### src/vfpwm_consts.vh
`ifndef VFPWM_CONSTS_VH
`define VFPWM_CONSTS_VH
// ****************************************************************
// Register offsets (word index on the plain register port).
// ****************************************************************
`define VFPWM_ADDR_CTRL 3'h0
`define VFPWM_ADDR_PERIOD 3'h1
`define VFPWM_ADDR_STATUS 3'h2
`define VFPWM_ADDR_SPEED 3'h3
`define VFPWM_ADDR_DUTY_AB 3'h4
`define VFPWM_ADDR_DUTY_C 3'h5
// ****************************************************************
// Field positions.
// ****************************************************************
`define VFPWM_CTRL_ENABLE 0
`define VFPWM_CTRL_FORWARD 1
`define VFPWM_STAT_FAULT_STICKY 0
`define VFPWM_STAT_FAULT_LEVEL 1
`define VFPWM_STAT_FORWARD 2
// ****************************************************************
// Reset values.
// ****************************************************************
`define VFPWM_CTRL_RESET 2'h2
`define VFPWM_PERIOD_RESET 8'hFF
// ****************************************************************
// Sine table geometry.
// ****************************************************************
`define VFPWM_TABLE_ENTRIES 48
`define VFPWM_TABLE_LAST 6'h2F
`define VFPWM_OFFSET_A_RESET 6'h00
`define VFPWM_OFFSET_B_RESET 6'h10
`define VFPWM_OFFSET_C_RESET 6'h20
// ****************************************************************
// Timing.
// ****************************************************************
`define VFPWM_CLOCK_HZ 10000000
`define VFPWM_RESAMPLE_TIME_NS 2200000
`define VFPWM_MAX_MOTOR_HZ 60
`define VFPWM_SPEED_FULL_SCALE 1023
`endif

### src/vfpwm_three_phase.v
`include "vfpwm_consts.vh"

module vfpwm_three_phase #(
   parameter STEP_THRESHOLD = (`VFPWM_CLOCK_HZ / (`VFPWM_TABLE_ENTRIES * `VFPWM_MAX_MOTOR_HZ))
      * `VFPWM_SPEED_FULL_SCALE,
   parameter RESAMPLE_CYCLES = (`VFPWM_RESAMPLE_TIME_NS / 1000) * (`VFPWM_CLOCK_HZ / 1000000)
)(
   input wire clock,
   input wire sys_rst,
   input wire clockEnable,
   input wire [2:0] regAddr,
   input wire [15:0] regWriteData,
   input wire regWrite,
   input wire regRead,
   output reg [15:0] regReadData,
   input wire [9:0] speedSample,
   input wire driverFault_n,
   output wire phaseADrive,
   output wire phaseBDrive,
   output reg phaseCDrive,
   output wire driverEnable,
   output reg directionIndicator
);

   // ****************************************************************
   // Sine table.
   // ****************************************************************
   function [7:0] sineSample;
      input integer idx;
      reg [8:0] value;
      integer k;
      begin
         if (idx < 12)
            k = idx;
         else if (idx < 24)
            k = 24 - idx;
         else if (idx < 36)
            k = idx - 24;
         else
            k = 48 - idx;
         case (k)
            0: value = 9'h000;
            1: value = 9'h011;
            2: value = 9'h021;
            3: value = 9'h031;
            4: value = 9'h040;
            5: value = 9'h04E;
            6: value = 9'h05B;
            7: value = 9'h066;
            8: value = 9'h06F;
            9: value = 9'h076;
            10: value = 9'h07C;
            11: value = 9'h07F;
            default: value = 9'h080;
         endcase
         if (idx < 24)
            value = 9'h080 + value;
         else
            value = 9'h080 - value;
         if (value > 9'h0FF)
            sineSample = 8'hFF;
         else
            sineSample = value[7:0];
      end
   endfunction

   wire [7:0] sineTable [0:`VFPWM_TABLE_ENTRIES-1];
   genvar g;
   generate
      for (g = 0; g < `VFPWM_TABLE_ENTRIES; g = g + 1)
      begin : gTable
         assign sineTable[g] = sineSample(g);
      end
   endgenerate

   // ****************************************************************
   // Pin synchronisers.
   // ****************************************************************
   reg [9:0] speedMeta;
   reg [9:0] speedSync;
   reg faultMeta_n;
   reg faultSync_n;

   always @(posedge clock)
   begin
      if (sys_rst)
      begin
         speedMeta <= 10'h000;
         speedSync <= 10'h000;
         faultMeta_n <= 1'b1;
         faultSync_n <= 1'b1;
      end
      else if (clockEnable)
      begin
         speedMeta <= speedSample;
         speedSync <= speedMeta;
         faultMeta_n <= driverFault_n;
         faultSync_n <= faultMeta_n;
      end
   end

   // ****************************************************************
   // Speed reference resampling.
   // ****************************************************************
   reg [14:0] resampleCount;
   reg [9:0] speedRef;
   wire resampleTick = (resampleCount == RESAMPLE_CYCLES - 1);

   always @(posedge clock)
   begin
      if (sys_rst)
      begin
         resampleCount <= 15'h0000;
         speedRef <= 10'h000;
      end
      else if (clockEnable)
      begin
         if (resampleTick)
         begin
            resampleCount <= 15'h0000;
            speedRef <= speedSync;
         end
         else
            resampleCount <= resampleCount + 15'h0001;
      end
   end

   // ****************************************************************
   // Table step timer.
   // ****************************************************************
   // The accumulator adds the speed reference each cycle, so the step
   // period is the threshold divided by the speed; zero speed never steps.
   localparam [22:0] STEP_LIMIT = STEP_THRESHOLD[22:0];
   reg [22:0] stepAccum;
   wire [22:0] stepSum = stepAccum + {13'h0000, speedRef};
   wire stepTick = (stepSum >= STEP_LIMIT);

   always @(posedge clock)
   begin
      if (sys_rst)
         stepAccum <= 23'h000000;
      else if (clockEnable)
      begin
         if (stepTick)
            stepAccum <= stepSum - STEP_LIMIT;
         else
            stepAccum <= stepSum;
      end
   end

   // ****************************************************************
   // Duty computation.
   // ****************************************************************
   reg [5:0] phaseATableIndex;
   reg [5:0] phaseBTableIndex;
   reg [5:0] phaseCTableIndex;
   wire [7:0] freqRef = speedRef[9:2];
   wire [7:0] sampleA = sineTable[phaseATableIndex];
   wire [7:0] sampleB = sineTable[phaseBTableIndex];
   wire [7:0] sampleC = sineTable[phaseCTableIndex];
   wire [15:0] productA = sampleA * freqRef;
   wire [15:0] productB = sampleB * freqRef;
   wire [15:0] productC = sampleC * freqRef;
   wire [7:0] newDutyA = (sampleA == 8'h00) ? 8'h00 : productA[15:8];
   wire [7:0] newDutyB = (sampleB == 8'h00) ? 8'h00 : productB[15:8];
   wire [7:0] newDutyC = (sampleC == 8'h00) ? 8'h00 : productC[15:8];

   function [5:0] nextIndex;
      input [5:0] idx;
      begin
         if (idx >= `VFPWM_TABLE_LAST)
            nextIndex = 6'h00;
         else
            nextIndex = idx + 6'h01;
      end
   endfunction

   // ****************************************************************
   // Register file.
   // ****************************************************************
   reg [1:0] ctrl;
   reg [7:0] pwmPeriodLimit;
   reg faultSticky;
   reg [7:0] phaseADutyHold;
   reg [7:0] phaseBDutyHold;
   reg [7:0] phaseCDuty;
   wire forward = ctrl[`VFPWM_CTRL_FORWARD];
   wire faultNow = ~faultSync_n;

   always @(posedge clock)
   begin
      if (sys_rst)
      begin
         ctrl <= `VFPWM_CTRL_RESET;
         pwmPeriodLimit <= `VFPWM_PERIOD_RESET;
         faultSticky <= 1'b0;
         regReadData <= 16'h0000;
      end
      else if (clockEnable)
      begin
         if (regWrite && regAddr == `VFPWM_ADDR_CTRL)
            ctrl <= regWriteData[1:0];
         if (regWrite && regAddr == `VFPWM_ADDR_PERIOD)
            pwmPeriodLimit <= regWriteData[7:0];
         // A fault present in the clearing cycle keeps the flag set.
         if (faultNow)
            faultSticky <= 1'b1;
         else if (regWrite && regAddr == `VFPWM_ADDR_STATUS &&
            regWriteData[`VFPWM_STAT_FAULT_STICKY])
            faultSticky <= 1'b0;
         if (regRead)
         begin
            case (regAddr)
               `VFPWM_ADDR_CTRL: regReadData <= {14'h0000, ctrl};
               `VFPWM_ADDR_PERIOD: regReadData <= {8'h00, pwmPeriodLimit};
               `VFPWM_ADDR_STATUS:
                  regReadData <= {13'h0000, directionIndicator, faultNow, faultSticky};
               `VFPWM_ADDR_SPEED: regReadData <= {6'h00, speedRef};
               `VFPWM_ADDR_DUTY_AB: regReadData <= {phaseBDutyHold, phaseADutyHold};
               `VFPWM_ADDR_DUTY_C: regReadData <= {8'h00, phaseCDuty};
               default: regReadData <= 16'h0000;
            endcase
         end
         else
            regReadData <= 16'h0000;
      end
   end

   assign driverEnable = ctrl[`VFPWM_CTRL_ENABLE];

   // ****************************************************************
   // Duty load and table advance on step overflow.
   // ****************************************************************
   always @(posedge clock)
   begin
      if (sys_rst)
      begin
         phaseATableIndex <= `VFPWM_OFFSET_A_RESET;
         phaseBTableIndex <= `VFPWM_OFFSET_B_RESET;
         phaseCTableIndex <= `VFPWM_OFFSET_C_RESET;
         phaseADutyHold <= 8'h00;
         phaseBDutyHold <= 8'h00;
         phaseCDuty <= 8'h00;
         directionIndicator <= 1'b0;
      end
      else if (clockEnable && stepTick)
      begin
         if (forward)
         begin
            phaseADutyHold <= newDutyA;
            phaseBDutyHold <= newDutyB;
            directionIndicator <= 1'b1;
         end
         else
         begin
            phaseADutyHold <= newDutyB;
            phaseBDutyHold <= newDutyA;
            directionIndicator <= 1'b0;
         end
         phaseCDuty <= newDutyC;
         phaseATableIndex <= nextIndex(phaseATableIndex);
         phaseBTableIndex <= nextIndex(phaseBTableIndex);
         phaseCTableIndex <= nextIndex(phaseCTableIndex);
      end
   end

   // ****************************************************************
   // PWM period timer and counter-compare channels.
   // ****************************************************************
   reg [7:0] pwmPeriodTimer;
   wire periodMatch = (pwmPeriodTimer >= pwmPeriodLimit);

   always @(posedge clock)
   begin
      if (sys_rst)
         pwmPeriodTimer <= 8'h00;
      else if (clockEnable)
      begin
         if (periodMatch)
            pwmPeriodTimer <= 8'h00;
         else
            pwmPeriodTimer <= pwmPeriodTimer + 8'h01;
      end
   end

   assign phaseADrive = (pwmPeriodTimer < phaseADutyHold);
   assign phaseBDrive = (pwmPeriodTimer < phaseBDutyHold);

   // ****************************************************************
   // Phase C duty timer channel.
   // ****************************************************************
   // The timer is loaded with minus the duty, so it reaches its top value
   // after duty minus one steps and the output stays high for duty cycles.
   reg [7:0] phaseCDutyTimer;

   always @(posedge clock)
   begin
      if (sys_rst)
      begin
         phaseCDutyTimer <= 8'hFF;
         phaseCDrive <= 1'b0;
      end
      else if (clockEnable)
      begin
         if (periodMatch)
         begin
            phaseCDutyTimer <= ~phaseCDuty + 8'h01;
            phaseCDrive <= (phaseCDuty != 8'h00);
         end
         else if (phaseCDutyTimer == 8'hFF)
            phaseCDrive <= 1'b0;
         else
            phaseCDutyTimer <= phaseCDutyTimer + 8'h01;
      end
   end

endmodule // vfpwm_three_phase

### config.mk
export PLATFORM = sky130hd
export DESIGN_NAME = vfpwm_three_phase
export DESIGN_NICKNAME = d
export VERILOG_FILES = /design/src/vfpwm_three_phase.v
export VERILOG_INCLUDE_DIRS = /design/src
export SDC_FILE = /design/constraint.sdc
export NUM_CORES = 1
export LEC_CHECK = 0
export BUFFER_PORTS_ARGS = -buffer_cell sky130_fd_sc_hd__buf_2
export CORE_ASPECT_RATIO = 1.1
export CORE_UTILIZATION = 50
export CTS_BUF_LIST = sky130_fd_sc_hd__clkbuf_8 sky130_fd_sc_hd__clkbuf_16
export DETAILED_ROUTE_END_ITERATION = 6
export PLACE_DENSITY = 0.69
export SLEW_MARGIN = 40
export SYNTH_ARGS = -nofsm -noshare
export SYNTH_HDL_FRONTEND = slang
export SYNTH_SLANG_ARGS = --single-unit
### constraint.sdc
create_clock -name clock -period 7.15 [get_ports clock]
set_input_delay 0.3575 -clock clock [delete_from_list [all_inputs] [get_ports clock]]
set_output_delay 0.3575 -clock clock [all_outputs]
set_load 0.005 [all_outputs]
==> flow_metrics.env, run 1 <==
export IMPL_status="completed"
export IMPL_yosysTopAreaCellShare=0.192
export IMPL_synth_nets=2330
export IMPL_syn_inst=2033
export IMPL_grt_pass1_vias=13700
export IMPL_synthXorXnorAreaFrac=0.0358
export IMPL_io_buffers=47
export IMPL_crit_type="reg2reg"
export IMPL_root_buffer="clkbuf_16"
export IMPL_crit_required_ns=7.50
export IMPL_drive_gt1_frac=0.0863
export IMPL_endpoint_kind="register"
export IMPL_drv_cap=0
export IMPL_worst_slew_pin_slew_ns=0.831
export IMPL_clkTransAtPathRegs_ns=0.07
export IMPL_via_per_inst=5.78
export IMPL_yosysWarningCount=0
export IMPL_first_pass_iters=6
export IMPL_finalWeightedCongestion=0.888
export IMPL_relSlewSlack=0.442
export IMPL_area_delta_synth_final_pct=8.27
export IMPL_min_period_ns=6.73
export IMPL_fp_dieArea_sq_um=33500
export IMPL_place_inst=2441
export IMPL_netlist_top_cells_area="dfxtp_1 19%, fa_1 13%, ha_1 12%"
export IMPL_synth_seq_area_share=0.192
export IMPL_ys_seq_elements=157
export IMPL_gr_total_overflow=0
export IMPL_fmax_mhz=149
export IMPL_fin_ws_ns=0.416
export IMPL_fin_cells=2476
export IMPL_cellPowerDensity_nw_per_um2=119
export IMPL_wire_per_inst_um=16.6
export IMPL_postCtsHoldBufs=0
export IMPL_yosysMostFrequentCell="inv_1"
export IMPL_remaining_drc_errors=0
export IMPL_vias=14300
export IMPL_fin_worst_skew_ns=0.00803
export IMPL_antenna_found_initial=3
export IMPL_ios=56
export IMPL_initial_core_util=0.508
export IMPL_start_kind="register"
export IMPL_final_util=0.550
export IMPL_total_power_mw=2.10
export IMPL_ant_nets=0
export IMPL_setup_violations=0
export IMPL_crit_path_max_fanout=8
export IMPL_clock_sinks=157
export IMPL_clk_path_buf_depth=2
export IMPL_diodes=0
export IMPL_vdd_ir_drop_worst_mv=0.176
export IMPL_htree_levels=4
export IMPL_min_period_over_period=0.942
export IMPL_routed_wl_um=41200
export IMPL_synth_top_area_cell="dfxtp_1"
export IMPL_synth_edf_count=0
export IMPL_final_nets=2334
export IMPL_leakage_nw=8.11
export IMPL_hold_class="in2reg"
export IMPL_synthArstFlopShare=0
export IMPL_cts_tree="built"
export IMPL_rrSetupSlack_ns=0.42
export IMPL_core_area_sq_um=32300
export IMPL_avgSynthCellArea_sq_um=8.07
export IMPL_track_usage=0.252
export IMPL_rows=69
export IMPL_grt_start_max_net_pins=72
export IMPL_die_height_um=192
export IMPL_dp_slack_ns=0.120
export IMPL_synthesis_area_sq_um=16400
export IMPL_hold_viol=0
export IMPL_synth_mux_area_frac=0.0479
export IMPL_grt_pass1_wl_um=68700
export IMPL_maxSlewViolCount=0
export IMPL_synth_adder_area_share=0.248
export IMPL_dr_first_iter_drc_count=1101
export IMPL_synth_top_family_by_area="adder cells"
export IMPL_ys_dominant_reg_cell="dfxtp_1"
export IMPL_hpwl_um=30000
export IMPL_crit_arrival_ns=7.08
export IMPL_synth_compound_area_frac=0.179
export IMPL_synth_common_cells="212 x inv_1, 172 x nor2_1, 165 x nand2_1"
export IMPL_synth_simple_area_share=0.221
export IMPL_die_w_um=175
export IMPL_synth_distinct_cells=89
export IMPL_worstSkewPairLatency_ns=0.44
export IMPL_cts_made_buffers=17
-- report_power, final --
group / internal, mW / switching, mW / total, mW / leakage, nW
sequential: 0.902 / 0.0239 / 0.926 / 1.27
combinational: 0.111 / 0.151 / 0.262 / 6.56
clock: 0.505 / 0.411 / 0.916 / 0.275
-- timing repair --
item                                   in CTS  in global routing
buffers inserted                            0                  3
resized for setup                           0                 13
endpoints found under the hold margin       0                  0
setup endpoints to repair                   0                 10
-- cell usage in the layout, fill, tap and decap left out, types with 31 or more instances in the layout --
master / n
a21oi_1: 96
buf_4: 55
o21ai_0: 73
fa_1: 106
xnor2_1: 36
xor2_1: 31
and2_1: 126
nand3_1: 46
buf_2: 45
a211oi_1: 33
nor2b_1: 40
nor2_1: 172
dfxtp_1: 154
mux2i_1: 65
inv_1: 211
ha_1: 154
nand2_1: 164
-- worst max-delay path, stage by stage (launching register included) --
cell        delay (ns)
dfxtp_4           0.40
clkinvlp_4        0.14
buf_4             0.16
ha_2              0.20
nand3b_1          0.16
o31ai_1           0.09
a2111oi_2         0.09
buf_4             0.18
nor2_1            0.16
nand2_1           0.10
fa_1              0.51
fa_1              0.56
inv_1             0.06
fa_1              0.51
fa_1              0.50
ha_1              0.29
inv_1             0.05
or4_1             0.56
a211o_1           0.30
a211oi_1          0.25
buf_4             0.17
o31ai_1           0.11
a21oi_2           0.22
and4_1            0.21
a2111oi_0         0.07
xnor2_1           0.21
a21oi_1           0.10
a221oi_1          0.26
-- layer usage --
layer	vias up	global-route usage	wire length (um)
li1	7001	-	-
met1	6859	0.333	18600
met2	371	0.415	19200
met3	90	0.0350	1980
met4	2	0.102	1360
met5	-	0	13
-- sequential cells by signal, summed over array words and instances (netlist names) --
signal	cells
pwmPeriodLimit	8
phaseCDutyTimer	8
phaseBTableIndex	6
phaseCDrive	1
speedRef	10
faultSync_n	1
speedSync	10
stepAccum	23
phaseCTableIndex	6
phaseCDuty	8
regReadData	16
speedMeta	10
phaseBDutyHold	8
directionIndicator	1
faultMeta_n	1
pwmPeriodTimer	8
phaseADutyHold	8
resampleCount	15
faultSticky	1
phaseATableIndex	6
ctrl	2
-- worst paths after layout --
| check | start | endpoint | depth (start not counted) |
|---|---|---|---|
| min reg2reg | regReadData[1] | regReadData[1] | 2 |
| max | phaseBTableIndex[1] | phaseBDutyHold[7] | 27 |
| min | driverFault_n | faultMeta_n | 3 |
| max reg2reg | phaseBTableIndex[1] | phaseBDutyHold[7] | 27 |
-- per-stage QoR --
| stage | hold slack, ns | TNS (ns) | instance area (sq um) |
|---|---|---|---|
| CTS | 0.119 | 0 | 17700 |
| finish | 0.130 | 0 | 17800 |
| global placement | 0.450 | 0 | 17100 |
| floorplan | 0.441 | 0 | 16400 |
| detailed placement | 0.458 | 0 | 17100 |
| global route | 0.142 | -0.109 | 17800 |
-- final cells by class --
type,instances,area (sq um)
well taps,426,533
fillers,3073,14500
multi-input cells,1545,12000
repair buffers,100,638
flip-flops and latches,157,3150
clock buffers,19,453
inverters,216,818
clock inverters,13,129
-- logic make-up after synthesis --
kind of cell / Yosys count
AOI/OAI and AO/OA: 428
xor gates and xnor gates: 67
adders and majority gates: 262
buffers and inverters: 331
DFF: 157
muxes: 76
and+or+nand+nor: 712
Power figures use the tool's default switching activity.
==> inputs of run 2 (changes only) <==
--- a/config.mk
+++ b/config.mk
@@ -12,7 +12,7 @@
 export CTS_BUF_LIST = sky130_fd_sc_hd__clkbuf_8 sky130_fd_sc_hd__clkbuf_16
 export DETAILED_ROUTE_END_ITERATION = 6
 export PLACE_DENSITY = 0.69
-export SLEW_MARGIN = 40
+export SLEW_MARGIN = 20
 export SYNTH_ARGS = -nofsm -noshare
 export SYNTH_HDL_FRONTEND = slang
 export SYNTH_SLANG_ARGS = --single-unit
==> constraint.sdc (replaced) <==
create_clock -name clock -period 7.15 [get_ports clock]
set_input_delay 2.145 -clock clock [delete_from_list [all_inputs] [get_ports clock]]
set_output_delay 2.145 -clock clock [all_outputs]
set_load 0.005 [all_outputs]
==> run 2 against run 1 <==
Total power fell by 1.6%. Flip-flop and latch count unchanged. Largest cell class unchanged. Sequential share of layout area decreased by 0.051 points.
==> flow_metrics.env, run 2 (synthesis gave the netlist of run 1 again) <==
export IMPL_status="completed"
export IMPL_dr_first_iter_drc_count=1054
export IMPL_vias=14400
export IMPL_die_w_um=175
export IMPL_relSlewSlack=0.416
export IMPL_gr_total_overflow=0
export IMPL_cts_tree="built"
export IMPL_ios=56
export IMPL_place_inst=2448
export IMPL_antenna_found_initial=0
export IMPL_grt_met3_usage=0.0226
export IMPL_final_nets=2338
export IMPL_final_cell_mix="215 x inv_1, 172 x nor2_1, 164 x nand2_1, 157 x dfxtp_1, 156 x ha_1"
export IMPL_first_pass_iters=5
export IMPL_stdcell_area_sq_um=17800
export IMPL_remaining_drc_errors=0
export IMPL_postCtsHoldBufs=0
export IMPL_via_per_inst=5.80
export IMPL_core_area_sq_um=32300
export IMPL_grt_met1_usage=0.335
export IMPL_clkTransAtPathRegs_ns=0.06
export IMPL_cts_made_buffers=17
export IMPL_crit_required_ns=7.47
export IMPL_critPathSlowestCell="dfxtp_1"
export IMPL_vdd_ir_drop_worst_mv=0.156
export IMPL_rsz0062_at_grt="false"
export IMPL_crit_arrival_ns=7.09
export IMPL_fp_dieArea_sq_um=33500
export IMPL_top_usage_layer="met2"
export IMPL_crit_type="reg2reg"
export IMPL_min_period_ns=6.77
export IMPL_routed_wl_um=41100
export IMPL_leakage_nw=8.15
export IMPL_start_kind="register"
export IMPL_track_usage=0.252
export IMPL_wire_per_inst_um=16.6
export IMPL_rows=69
export IMPL_finalWeightedCongestion=0.904
export IMPL_layout_commonest_cell="inv_1"
export IMPL_place_area_sq_um=17200
export IMPL_clk_path_buf_depth=2
export IMPL_regMostFlops="stepAccum"
export IMPL_cts_resized_gates=0
export IMPL_use_met2=0.436
export IMPL_io_buffers=47
export IMPL_drive_gt1_frac=0.0838
export IMPL_initial_core_util=0.508
export IMPL_fin_hold_ws_ns=0.466
export IMPL_cellPowerDensity_nw_per_um2=117
export IMPL_grt_pass1_vias=13700
export IMPL_fin_cells=2480
export IMPL_fmax_mhz=148
export IMPL_area_delta_synth_final_pct=8.28
export IMPL_hold_class="reg2reg"
export IMPL_htree_levels=4
export IMPL_die_height_um=192
export IMPL_total_power_mw=2.07
export IMPL_worst_slew_pin_slew_ns=0.873
export IMPL_fin_tns_setup_ns=0
export IMPL_hold_viol=0
export IMPL_root_buffer="clkbuf_16"
export IMPL_drv_cap=0
export IMPL_cts_setup_buffers=0
export IMPL_ant_nets=0
export IMPL_largestRegisters="stepAccum: 23 flops, regReadData: 16 flops, resampleCount: 15 flops"
export IMPL_clock_sinks=157
export IMPL_min_period_over_period=0.947
export IMPL_grt_start_max_net_pins=57
export IMPL_grt_pass1_wl_um=69000
export IMPL_crit_path_max_fanout=18
export IMPL_fin_worst_skew_ns=0.0107
export IMPL_crit_top_cell="fa_1"
export IMPL_worstSkewPairLatency_ns=0.43
export IMPL_maxSlewViolCount=0
export IMPL_max_stage_delay_ns=0.71
export IMPL_hpwl_um=30200
export IMPL_largest_reg_flops=23
export IMPL_endpoint_kind="register"
export IMPL_setup_violations=0
-- run 2: cell types whose count changed in the layout (fill, tap and decap cells not counted), sizes merged --
| cell | before | now |
|---|---|---|
| buf | 100 | 104 |
| clkinvlp | 6 | 1 |
| clkbuf | 19 | 20 |
| clkinv | 5 | 7 |
| diode | 0 | 1 |
| inv | 217 | 218 |
-- run 2: critical path, delay by kind of cell (launching register included) --
family / cells / cell delay, ns
adders and majority gates: 5 / 2.26
buffers and inverters: 5 / 0.60
xor gates and xnor gates: 1 / 0.24
DFF: 1 / 0.71
AOI/OAI and AO/OA: 9 / 1.59
and+or+nand+nor: 4 / 1.07
muxes: 1 / 0.18
-- run 2: power breakdown --
part | total, mW | switching (mW) | leakage, nW | internal, mW
combinational | 0.263 | 0.152 | 6.59 | 0.111
clock | 0.880 | 0.376 | 0.287 | 0.504
sequential | 0.927 | 0.0239 | 1.27 | 0.903
total | 2.07 | 0.552 | 8.15 | 1.52
-- run 2: per-layer routing --
layer  vias up  routed length (um)
met5         -                   0
met4         0                 636
met3        50                1910
met2       385               19900
met1      6927               18700
li1       7019                   -
-- run 2: final cells by class --
type                            instances  area (sq um)
Clock buffer                           20           467
Fill cell                            3016         14500
Sequential cell                       157          3140
Inverter                              216           811
Timing Repair Buffer                  104           668
Clock inverter                         11          93.8
Multi-Input combinational cell       1545         12000
Antenna cell                            1          2.50
Tap cell                              426           533
-- run 2: final timing paths --
check / from / end / slack [ns] / cells after the start
worst max register to register: phaseBTableIndex[3] / phaseBDutyHold[7] / 0.38 / 25
worst min-delay path: regReadData[1] / regReadData[1] / 0.47 / 2
worst min register to register: regReadData[1] / regReadData[1] / 0.47 / 2
worst max-delay path: phaseBTableIndex[3] / phaseBDutyHold[7] / 0.38 / 25
-- run 2: through the flow --
step	util	setup WS, ns
2_1_floorplan	-	0.453
3_5_place_dp	0.531	0.216
3_3_place_gp	0.531	0.287
6_report	0.550	0.378
4_1_cts	0.549	0.177
5_1_grt	0.550	0.00163
